===== src/verilog/sar_readout_pkg.sv =====
// Purpose: Shared constants and types for the serial SAR readout block
// Assumes: Falling edges of shift_clock are counted from chip select low
// Notes: Edge numbers are 1-based counts of shift_clock falls in a frame
`default_nettype none
package sar_readout_pkg;
  localparam int RESULT_W = 14;
  localparam int FIFO_DEPTH = 8;
  localparam int CNT_W = 6;
  // Falling-edge numbers within a frame
  localparam logic [CNT_W-1:0] FALL_HOLD = 6'h05;
  localparam logic [CNT_W-1:0] FALL_MSB = 6'h06;
  localparam logic [CNT_W-1:0] FALL_LSB = 6'h13;
  localparam logic [CNT_W-1:0] FALL_DUMMY_END = 6'h15;
  localparam logic [CNT_W-1:0] FALL_REV_FIRST = 6'h16;
  localparam logic [CNT_W-1:0] FALL_REV_LAST = 6'h23;
  localparam logic [CNT_W-1:0] FALL_MAX = 6'h3f;
  localparam logic [RESULT_W-1:0] TRIAL_MSB = 14'h2000;
  localparam logic [RESULT_W-1:0] CODE_ZERO = 14'h0000;
  // Host-side timing, kept for reference by the bench
  localparam int CLK_PERIOD_PS = 5000;
  localparam int SCK_MIN_PHASE_NS = 200;
  localparam int SCK_MIN_PHASE_CYC =
    (SCK_MIN_PHASE_NS * 1000 + CLK_PERIOD_PS - 1) / CLK_PERIOD_PS;

  typedef enum logic [2:0] {
    ST_POWER_DOWN = 3'b000,
    ST_SAMPLE = 3'b001,
    ST_CONVERT = 3'b010,
    ST_TRAIL = 3'b011,
    ST_REPEAT = 3'b100
  } frame_state_t;

  typedef struct packed {
    logic data;
    logic oe;
  } serial_out_t;

  typedef struct packed {
    logic [RESULT_W-1:0] code;
  } result_word_t;
endpackage
`default_nettype wire


===== src/verilog/result_fifo.sv =====
// Purpose: Small flop-based FIFO with valid/ready on both sides
// Assumes: Single clock, synchronous push and pop
// Notes: Full and empty are exact; a push while full is refused by in_ready
`default_nettype none
module result_fifo #(
  parameter int WIDTH = 14,
  parameter int DEPTH = 8
) (
  input wire logic clk,
  input wire logic reset_n,
  input wire logic in_valid,
  output logic in_ready,
  input wire logic [WIDTH-1:0] in_data,
  output logic out_valid,
  input wire logic out_ready,
  output logic [WIDTH-1:0] out_data
);
  localparam int AW = $clog2(DEPTH);
  logic [WIDTH-1:0] mem_q [DEPTH];
  logic [AW:0] wr_q;
  logic [AW:0] rd_q;
  logic push;
  logic pop;

  assign in_ready = !((wr_q[AW] != rd_q[AW]) && (wr_q[AW-1:0] == rd_q[AW-1:0]));
  assign out_valid = (wr_q != rd_q);
  assign push = in_valid && in_ready;
  assign pop = out_valid && out_ready;
  assign out_data = mem_q[rd_q[AW-1:0]];

  always_ff @(posedge clk or negedge reset_n)
  begin
    if (!reset_n)
    begin
      wr_q <= '0;
      rd_q <= '0;
    end
    else
    begin
      if (push)
        wr_q <= wr_q + 1'b1;
      if (pop)
        rd_q <= rd_q + 1'b1;
    end
  end

  generate
    for (genvar i = 0; i < DEPTH; i++)
    begin : g_entry
      always_ff @(posedge clk or negedge reset_n)
      begin
        if (!reset_n)
          mem_q[i] <= '0;
        else if (push && (wr_q[AW-1:0] == AW'(i)))
          mem_q[i] <= in_data;
      end
    end
  endgenerate
endmodule
`default_nettype wire


===== src/verilog/sar_adc_serial_readout.sv =====
// Purpose: Conversion sequencing and serial readout of a 14-bit bipolar SAR converter
// Assumes: shift_clock and cs_n are synchronous to clk and slow against it
// Notes: Analog array is external: sample_en, dac_code out, comparator decision in
`default_nettype none
// How it works
// Result leaves on serial data output MSB first, one bit per shift clock.
// Bits shifted in a frame belong to that frame's own conversion.
// Further clocks after the dummy bits repeat the result LSB first.
// Host keeps shift clock between 24kHz and 1.2MHz, 24 periods per frame.
// Host keeps each shift clock phase at least 200ns.
// Input is sampled onto the array, then disconnected during conversion.
// Sampling lasts until the fifth falling edge, then the value is held.
// At the low-rate point chip select idles 216 of 240 cycles.
// Chip select falling starts sampling and the frame.
// After fifth fall output one low bit, result MSB first, two zeros.
// Chip select high tri-states output; clocks then ignored until next fall.
// Result is two's complement, LSB of twice reference over 16384.
// With chip select high the device is powered down, no activity.
module sar_adc_serial_readout (
  input wire logic clk,
  input wire logic reset_n,
  input wire logic cs_n,
  input wire logic shift_clock,
  output sar_readout_pkg::serial_out_t data_out,
  output logic sample_en,
  output logic [sar_readout_pkg::RESULT_W-1:0] dac_code,
  input wire logic comp_above,
  output logic power_down,
  output logic capture_ready,
  output logic result_valid,
  input wire logic result_ready,
  output sar_readout_pkg::result_word_t result_data
);
  sar_readout_pkg::frame_state_t state_q;
  sar_readout_pkg::frame_state_t state_d;
  logic sck_q;
  logic cs_n_q;
  logic sck_fall;
  logic cs_fall;
  logic [sar_readout_pkg::CNT_W-1:0] fall_cnt_q;
  logic [sar_readout_pkg::CNT_W-1:0] fall_next;
  logic [sar_readout_pkg::RESULT_W-1:0] trial_q;
  logic [sar_readout_pkg::RESULT_W-1:0] code_q;
  logic [sar_readout_pkg::RESULT_W-1:0] bit_idx;
  logic [sar_readout_pkg::RESULT_W-1:0] rev_idx;
  logic out_bit_q;
  logic out_oe_q;
  logic push_q;
  logic [sar_readout_pkg::RESULT_W-1:0] decided;

  // Falls are seen one clk after the pin moves; host phases are far longer
  assign sck_fall = sck_q && !shift_clock;
  assign cs_fall = cs_n_q && !cs_n;
  // Saturating count, so a host that clocks on cannot wrap into a new frame
  assign fall_next = (fall_cnt_q == sar_readout_pkg::FALL_MAX) ? fall_cnt_q
                   : fall_cnt_q + 1'b1;
  // One-hot weight of the bit decided on this fall
  assign bit_idx = sar_readout_pkg::TRIAL_MSB >> (fall_next - sar_readout_pkg::FALL_MSB);
  // Result bit position read back during the LSB-first repeat
  assign rev_idx = sar_readout_pkg::RESULT_W'(fall_next - sar_readout_pkg::FALL_REV_FIRST);
  // Comparator keeps or drops the trial bit; offset binary inside the array
  assign decided = comp_above ? trial_q : (trial_q & ~bit_idx);

  // Pins are synchronous to clk; the copies reset to their idle levels
  always_ff @(posedge clk or negedge reset_n)
  begin
    if (!reset_n)
    begin
      sck_q <= 1'b0;
      cs_n_q <= 1'b1;
    end
    else
    begin
      sck_q <= shift_clock;
      cs_n_q <= cs_n;
    end
  end

  always_comb
  begin
    state_d = state_q;
    case (state_q)
      sar_readout_pkg::ST_POWER_DOWN:
        // frame start
        if (cs_fall)
          state_d = sar_readout_pkg::ST_SAMPLE;
      sar_readout_pkg::ST_SAMPLE:
        // hold on fifth fall
        if (sck_fall && fall_next == sar_readout_pkg::FALL_HOLD)
          state_d = sar_readout_pkg::ST_CONVERT;
      sar_readout_pkg::ST_CONVERT:
        if (sck_fall && fall_next == sar_readout_pkg::FALL_LSB)
          state_d = sar_readout_pkg::ST_TRAIL;
      sar_readout_pkg::ST_TRAIL:
        if (sck_fall && fall_next == sar_readout_pkg::FALL_DUMMY_END)
          state_d = sar_readout_pkg::ST_REPEAT;
      sar_readout_pkg::ST_REPEAT:
        state_d = sar_readout_pkg::ST_REPEAT;
      default:
        state_d = sar_readout_pkg::ST_POWER_DOWN;
    endcase
    // chip select high ends the frame
    if (cs_n)
      state_d = sar_readout_pkg::ST_POWER_DOWN;
  end

  // Chip select high wins over every state, so a cut frame ends cleanly
  always_ff @(posedge clk or negedge reset_n)
  begin
    if (!reset_n)
      state_q <= sar_readout_pkg::ST_POWER_DOWN;
    else
      state_q <= state_d;
  end

  // Falls are counted from one and cleared whenever the frame is over
  always_ff @(posedge clk or negedge reset_n)
  begin
    if (!reset_n)
      fall_cnt_q <= '0;
    else if (state_d == sar_readout_pkg::ST_POWER_DOWN || cs_fall)
      fall_cnt_q <= '0;
    else if (sck_fall)
      fall_cnt_q <= fall_next;
  end

  // Successive approximation, one decision per shift clock fall
  always_ff @(posedge clk or negedge reset_n)
  begin
    if (!reset_n)
    begin
      trial_q <= sar_readout_pkg::CODE_ZERO;
      code_q <= sar_readout_pkg::CODE_ZERO;
    end
    else if (cs_fall)
    begin
      trial_q <= sar_readout_pkg::CODE_ZERO;
      code_q <= sar_readout_pkg::CODE_ZERO;
    end
    else if (sck_fall && state_q == sar_readout_pkg::ST_SAMPLE
             && fall_next == sar_readout_pkg::FALL_HOLD)
      // first trial at mid-scale once the input is held
      trial_q <= sar_readout_pkg::TRIAL_MSB;
    else if (sck_fall && state_q == sar_readout_pkg::ST_CONVERT
             && fall_next >= sar_readout_pkg::FALL_MSB)
    begin
      // result built inside the current frame
      trial_q <= decided | (bit_idx >> 1);
      code_q <= decided;
    end
  end

  // Serial output stage; each bit changes on a shift clock fall
  always_ff @(posedge clk or negedge reset_n)
  begin
    if (!reset_n)
    begin
      out_bit_q <= 1'b0;
      out_oe_q <= 1'b0;
    end
    else if (state_d == sar_readout_pkg::ST_POWER_DOWN)
    begin
      // tri-state output
      out_bit_q <= 1'b0;
      out_oe_q <= 1'b0;
    end
    else if (sck_fall)
    begin
      if (fall_next == sar_readout_pkg::FALL_HOLD)
      begin
        // enable with one low bit
        out_oe_q <= 1'b1;
        out_bit_q <= 1'b0;
      end
      else if (fall_next >= sar_readout_pkg::FALL_MSB && fall_next <= sar_readout_pkg::FALL_LSB)
        // MSB first; R12 sign bit inverted from offset binary
        out_bit_q <= (fall_next == sar_readout_pkg::FALL_MSB) ? !comp_above : comp_above;
      else if (fall_next >= sar_readout_pkg::FALL_REV_FIRST
               && fall_next <= sar_readout_pkg::FALL_REV_LAST)
        // LSB-first repeat
        out_bit_q <= (code_q[rev_idx[3:0]]) ^ (rev_idx == 14'(sar_readout_pkg::RESULT_W - 1));
      else
        // dummy zeros and trailing zeros
        out_bit_q <= 1'b0;
    end
  end

  // Completed result is queued once per frame at the second dummy bit
  // A full queue drops the word; the drain sees it as capture_ready low
  always_ff @(posedge clk or negedge reset_n)
  begin
    if (!reset_n)
      push_q <= 1'b0;
    else
      push_q <= sck_fall && state_q == sar_readout_pkg::ST_TRAIL
                && fall_next == sar_readout_pkg::FALL_DUMMY_END && !cs_n;
  end

  // Both pin controls come straight from flops, so they never glitch
  assign data_out.data = out_bit_q;
  assign data_out.oe = out_oe_q;
  // input connected only while sampling
  assign sample_en = (state_q == sar_readout_pkg::ST_SAMPLE);
  assign dac_code = trial_q;
  // power-down whenever chip select is high
  assign power_down = (state_q == sar_readout_pkg::ST_POWER_DOWN);

  // Two's complement code is the offset-binary code with the sign bit flipped
  result_fifo #(
    .WIDTH(sar_readout_pkg::RESULT_W),
    .DEPTH(sar_readout_pkg::FIFO_DEPTH)
  ) u_fifo (
    .clk(clk),
    .reset_n(reset_n),
    .in_valid(push_q),
    .in_ready(capture_ready),
    .in_data(code_q ^ sar_readout_pkg::TRIAL_MSB),
    .out_valid(result_valid),
    .out_ready(result_ready),
    .out_data(result_data.code)
  );
endmodule
`default_nettype wire


===== config.mk =====
export PLATFORM = sky130hd
export DESIGN_NAME = sar_adc_serial_readout
export DESIGN_NICKNAME = d
export VERILOG_FILES = /design/src/verilog/sar_readout_pkg.sv /design/src/verilog/result_fifo.sv /design/src/verilog/sar_adc_serial_readout.sv
export SDC_FILE = /design/constraint.sdc
export NUM_CORES = 1
export LEC_CHECK = 0
export BUFFER_PORTS_ARGS = -buffer_cell sky130_fd_sc_hd__buf_4
export CAP_MARGIN = 20
export CORE_MARGIN = 4
export CORE_UTILIZATION = 55
export DETAILED_ROUTE_END_ITERATION = 10
export PLACE_DENSITY = 0.78
export SYNTH_ARGS = -nofsm -noshare
export SYNTH_HDL_FRONTEND = slang
export SYNTH_HIERARCHICAL = 1
export SYNTH_SLANG_ARGS = --single-unit

===== constraint.sdc =====
create_clock -name clk -period 3.32 [get_ports clk]
set_input_delay 0.498 -clock clk [delete_from_list [all_inputs] [get_ports clk]]
set_output_delay 0.498 -clock clk [all_outputs]
set_load 0.03 [all_outputs]

==> results of run 1 <==
through the flow:
| step | utilization [%] | hold WS [ns] | std cells | total power [mW] |
|---|---|---|---|---|
| 5_1_grt | 63.53 | 0.1722 | 930 | 4.122 |
| 4_1_cts | 63.32 | 0.1745 | 928 | 4.012 |
| 3_5_place_dp | 59.61 | 0.4902 | 896 | 2.135 |
| 3_3_place_gp | 59.61 | 0.4816 | 896 | 2.132 |
| 2_1_floorplan | - | 0.2024 | 659 | 2.064 |
| 6_report | 63.53 | 0.1385 | 930 | 3.971 |
registers in the layout (all words and copies together), names as in the netlist:
signal and count:
u_fifo/mem_q 112, fall_cnt_q 6, u_fifo/wr_q 4, push_q 1, state_q 3, u_fifo/rd_q 4, dac_code 14, out_oe_q 1
code_q 14, sck_q 1, out_bit_q 1, cs_n_q 1
metal layers:
| layer | routed length, µm | up-vias | track usage [%] |
|---|---|---|---|
| met5 | 0 | - | 0 |
| met1 | 8197 | 2912 | 29.20 |
| met4 | 420 | 0 | 7.657 |
| met2 | 9376 | 162 | 37.42 |
| li1 | - | 2543 | - |
| met3 | 996 | 30 | 5.551 |
path summary, 6_finish.rpt:
kind	start	endpoint	slack (ns)	cells after the start
min in group clk	shift_clock	sck_q	0.19	1
worst min-delay path	reset_n	u_fifo/mem_q[25]	0.14	1
max in group asynchronous	reset_n	u_fifo/mem_q[70]	2.23	2
worst max-delay path	fall_cnt_q[1]	dac_code[0]	0.25	10
worst min register to register	u_fifo/mem_q[109]	u_fifo/mem_q[109]	0.50	1
worst max register to register	fall_cnt_q[1]	dac_code[0]	0.25	10
synth_stat cells (4+ instances only):
library cell,number,area (µm²)
dfrtp_1,161,4029
mux2_2,80,900.9
nand2_1,53,198.9
mux2_4,51,765.7
mux4_2,31,698.2
a21oi_1,20,100.1
nor2_1,15,56.30
nor3_1,13,65.06
clkbuf_1,12,45.04
xnor2_1,12,105.1
nand3_1,11,55.05
buf_2,10,50.05
ha_1,10,125.1
inv_1,10,37.54
nand2b_1,10,62.56
nand4_1,10,62.56
o211ai_1,10,75.07
o21ai_0,9,45.04
buf_6,8,90.09
nor2b_1,8,50.05
a21o_1,7,52.55
a22oi_1,6,45.04
buf_4,6,45.04
a311oi_1,5,43.79
a31oi_1,5,31.28
and3_1,5,31.28
and4_1,5,43.79
or3_1,5,31.28
and2_1,4,25.02
buf_12,4,80.08
mux2i_1,4,40.04
or2_2,4,25.02
cell type report:
class,count,area [µm²],share of cell area [%]
Multi-Input combinational cell,441,4202,43.34
Sequential cell,162,4056,41.84
Timing Repair Buffer,73,564.3,5.821
Clock buffer,18,439.2,4.530
Tap cell,211,264.0,2.723
Clock inverter,14,127.6,1.316
Inverter,11,41.29,0.4259
worst max-delay path, cell delays in order (launching register included):
cell      delay (ns)
dfrtp_1         0.47
ha_1            0.22
nand3_1         0.12
o21ai_0         0.25
nand2b_1        0.15
ha_2            0.28
or2_2           0.33
o31a_1          0.34
or2_2           0.30
o311ai_1        0.33
o311ai_1        0.16
kinds of logic (layout without fill, tap and decap cells):
logic type,Yosys count,after routing,share of synthesized area (%)
adders and majority gates,10,10,1.451
xor gates and xnor gates,16,16,1.887
and+or+nand+nor,156,156,9.608
DFF,162,162,47.04
muxes,166,166,27.90
buffers and inverters,56,116,4.427
AOI/OAI and AO/OA,93,93,7.693
power breakdown:
part / leakage (nW) / switching [mW] / internal [mW]
registers: 2.25 / 0.00461 / 1.98
clock network: 0.270 / 0.817 / 1.06
logic: 2.03 / 0.0817 / 0.0310
repair_timing:
item                                    CTS  global route
buffers inserted                          0             2
hold endpoints to repair                  0             0
endpoints found under the setup margin    0            10
resized for setup                         0             3
==> results.sh, run 1 <==
export IMPL_fmax_mhz=325.3
export IMPL_postCtsHoldBufs=0
export IMPL_peakVddDrop_uv=383.2
export IMPL_syn_to_final_growth_pct=12.45
export IMPL_drv_slew=0
export IMPL_ios=40
export IMPL_wl_mm=18.99
export IMPL_hp_class="primary input to asynchronous set/reset pin"
export IMPL_startpoint_type="flop"
export IMPL_mostFrequentLayoutCells="dfrtp_1 (160), mux2_2 (80), buf_4 (71), nand2_1 (53), mux2_4 (51)"
export IMPL_port_buffers=39
export IMPL_placed_area_um2=9095
export IMPL_place_ws_ns=0.1241
export IMPL_hpwl_mm=12.85
export IMPL_cp_max_fo=10
export IMPL_yosysWarnings=6
export IMPL_tns_ns=0
export IMPL_fillers=1120
export IMPL_status="completed"
export IMPL_synth_edf_count=0
export IMPL_final_hold_violation_count=0
export IMPL_fin_skew_ns=0.01201
export IMPL_power_density_nw_per_um2=409.6
export IMPL_fin_crit_sh_pct=92.59
export IMPL_drc=0
export IMPL_grt_pass1_vias=5846
export IMPL_syn_cell_area_um2=8621
export IMPL_numCtsBuffers=17
export IMPL_rsz0062_at_grt="no"
export IMPL_p_leak_nw=4.551
export IMPL_dieWidth_um=133.2
export IMPL_worstMarginPinSlew_ns=1.090
export IMPL_final_area_um2=9694
export IMPL_drive_gt1_share_pct=39.78
export IMPL_setup_viol=0
export IMPL_period_minus_slack_ns=3.074
export IMPL_post_synth_num_cell_types=69
export IMPL_clkTransAtPathRegs_ns=0.06
export IMPL_htree_levels=4
export IMPL_track_usage_pct=22.54
export IMPL_cts_sinks=162
export IMPL_drt_iter0_markers=345
export IMPL_cts_root_buf="clkbuf_16"
export IMPL_overflow=0
export IMPL_synth_area_per_cell_um2=13.08
export IMPL_ys_seq_elements=162
export IMPL_routedWlPerCell_um=20.42
export IMPL_cts_tree="built"
export IMPL_crit_type="flop to flop"
export IMPL_final_common_cell="dfrtp_1"
export IMPL_critPathRequiredTime_ns=3.61
export IMPL_crit_path_end_kind="flop"
export IMPL_start_util_pct=56.50
export IMPL_async_flop_share_pct=100.0
export IMPL_core_area_um2=15260
export IMPL_first_pass_iters=5
export IMPL_ant_nets=0
export IMPL_drv_cap=0
export IMPL_syn_inst=659
export IMPL_die_area_um2=17740
export IMPL_rows=45
export IMPL_syn_num_nets=675
export IMPL_ys_seq_area_share_pct=47.04
export IMPL_antenna_found_initial=0
export IMPL_insertion_delay_ns=0.43
export IMPL_grt_max_degree=98
export IMPL_cp_arrival_ns=3.36
export IMPL_die_y_um=133.2
export IMPL_setup_ws_ns=0.2461
export IMPL_synth_flop_cell="dfrtp_1"
export IMPL_diodes=0
export IMPL_gp_congestion=0.9090
export IMPL_dr_total_vias=5647
export IMPL_grt_pass1_wl_mm=31.55
export IMPL_vias_per_cell=6.072
export IMPL_final_nets=722
export IMPL_maxSlewHeadroom_pct=27.12
export IMPL_clockBufferDepth=2
No activity file was read; power rests on OpenSTA's default activity.
==> run 2, diff against run 1 <==
--- a/config.mk
+++ b/config.mk
@@ -10,7 +10,7 @@
 export CORE_MARGIN = 4
 export CORE_UTILIZATION = 55
 export DETAILED_ROUTE_END_ITERATION = 10
-export PLACE_DENSITY = 0.78
+export PLACE_DENSITY_LB_ADDON = 0.12
 export SYNTH_ARGS = -nofsm -noshare
 export SYNTH_HDL_FRONTEND = slang
 export SYNTH_HIERARCHICAL = 1
==> results.sh, run 2 (synthesis results as in run 1) <==
export IMPL_postCtsHoldBufs=0
export IMPL_grt_max_degree=104
export IMPL_reg2reg_to="dac_code[6]"
export IMPL_overflow=0
export IMPL_grt_pass1_wl_mm=32.04
export IMPL_htree_levels=4
export IMPL_power_density_nw_per_um2=429.4
export IMPL_core_area_um2=15260
export IMPL_rr_worst_depth=9
export IMPL_clockBufferDepth=2
export IMPL_final_area_um2=9813
export IMPL_vias_per_cell=6.065
export IMPL_fin_hold_ws_ns=0.04171
export IMPL_rows=45
export IMPL_cts_root_buf="clkbuf_16"
export IMPL_start_util_pct=56.50
export IMPL_ios=40
export IMPL_drv_cap=0
export IMPL_rsz0062_at_grt="no"
export IMPL_drt_iter0_markers=398
export IMPL_mostFrequentLayoutCells="dfrtp_1 (160), mux2_2 (80), buf_4 (67), nand2_1 (53), mux2_4 (51)"
export IMPL_finalPower_mw=4.214
export IMPL_peakVddDrop_uv=353.5
export IMPL_place_ws_ns=0.2208
export IMPL_cts_resized=0
export IMPL_tns_ns=0
export IMPL_syn_to_final_growth_pct=13.83
export IMPL_critPathRequiredTime_ns=3.63
export IMPL_grtUsageMet2_pct=38.57
export IMPL_regMostFlops="u_fifo/mem_q"
export IMPL_grt_busiest_layer="met2"
export IMPL_drv_slew=0
export IMPL_clkTransAtPathRegs_ns=0.06
export IMPL_crit_type="flop to flop"
export IMPL_gp_congestion=0.9108
export IMPL_worstMarginPinSlew_ns=0.6900
export IMPL_grt_use_met1_pct=30.62
export IMPL_cp_max_fo=11
export IMPL_hpwl_mm=13.24
export IMPL_maxSlewHeadroom_pct=54.00
export IMPL_fillers=1162
export IMPL_p_leak_nw=4.604
export IMPL_fin_crit_sh_pct=92.23
export IMPL_cts_tree="built"
export IMPL_fmax_mhz=326.6
export IMPL_largest_reg_flops=112
export IMPL_placed_area_um2=9166
export IMPL_instances_no_fill=930
export IMPL_cp_num_buf_inv=0
export IMPL_final_nets=722
export IMPL_insertion_delay_ns=0.42
export IMPL_grt_pass1_vias=5978
export IMPL_crit_chain="nand2_2, nor3_1, nand2b_1, ha_2, nand2b_1, o32ai_1, nand2b_1, o311a_1, a211o_1"
export IMPL_final_util_pct=64.31
export IMPL_diodes=0
export IMPL_die_area_um2=17740
export IMPL_crit_path_end_kind="flop"
export IMPL_r2r_start="fall_cnt_q[5]"
export IMPL_crit_path_frequent_cell="nand2b_1"
export IMPL_hp_class="primary input to asynchronous set/reset pin"
export IMPL_cp_top_family="compound AO/OA/AOI/OAI gates"
export IMPL_dp_cells=898
export IMPL_antenna_found_initial=0
export IMPL_routedWlPerCell_um=20.80
export IMPL_final_common_cell="dfrtp_1"
export IMPL_startpoint_type="flop"
export IMPL_drive_gt1_share_pct=39.64
export IMPL_status="completed"
export IMPL_numCtsBuffers=17
export IMPL_wl_mm=19.34
export IMPL_regToRegSetupSlack_ns=0.26
export IMPL_die_y_um=133.2
export IMPL_fin_skew_ns=0.009479
export IMPL_cpPeakStageDelay_ns=0.51
export IMPL_setup_ws_ns=0.2580
export IMPL_period_minus_slack_ns=3.062
export IMPL_cp_arrival_ns=3.37
export IMPL_final_hold_violation_count=0
export IMPL_dieWidth_um=133.2
export IMPL_slowest_stage="dfrtp_1"
export IMPL_setup_viol=0
export IMPL_dr_total_vias=5640
export IMPL_drc=0
export IMPL_ant_nets=0
export IMPL_port_buffers=39
export IMPL_grt_util_met3_pct=3.776
export IMPL_cts_setup_buffers=0
export IMPL_first_pass_iters=5
export IMPL_track_usage_pct=22.92
export IMPL_cts_sinks=162
==> run 2: layout make-up <==
type / count / area [µm²] / area share, %
multi-input combinational: 441 / 4193 / 42.73
clock inverter: 12 / 177.7 / 1.811
clock buffer: 20 / 466.7 / 4.756
sequential: 162 / 4056 / 41.34
tap: 211 / 264.0 / 2.690
timing repair buffer: 73 / 614.3 / 6.260
inverter: 11 / 41.29 / 0.4208
==> run 2: routing by layer <==
layer | wire length (µm) | share of wire [%] | vias to the layer above
li1 | - | - | 2536
met1 | 8478 | 44 | 2950
met2 | 9869 | 51 | 126
met3 | 733 | 3.8 | 28
met4 | 262 | 1.4 | 0
met5 | 0 | 0 | -
==> run 2: worst max path at each step <==
stage                       start          end  slack (ns)  cells past startpoint
global placement    fall_cnt_q[0]  dac_code[0]        0.36                     10
floorplan           fall_cnt_q[0]  dac_code[0]        0.04                     12
finish              fall_cnt_q[5]  dac_code[6]        0.26                      9
global route        fall_cnt_q[5]  dac_code[6]        0.09                      9
CTS                 fall_cnt_q[5]  dac_code[6]        0.21                      9
detailed placement  fall_cnt_q[5]  dac_code[6]        0.22                      9
==> run 2: power by group <==
| part | internal (mW) | switching (mW) | total, mW |
|---|---|---|---|
| combinational | 0.0312 | 0.0843 | 0.115 |
| sequential | 1.98 | 0.00401 | 1.98 |
| clock | 1.32 | 0.793 | 2.12 |
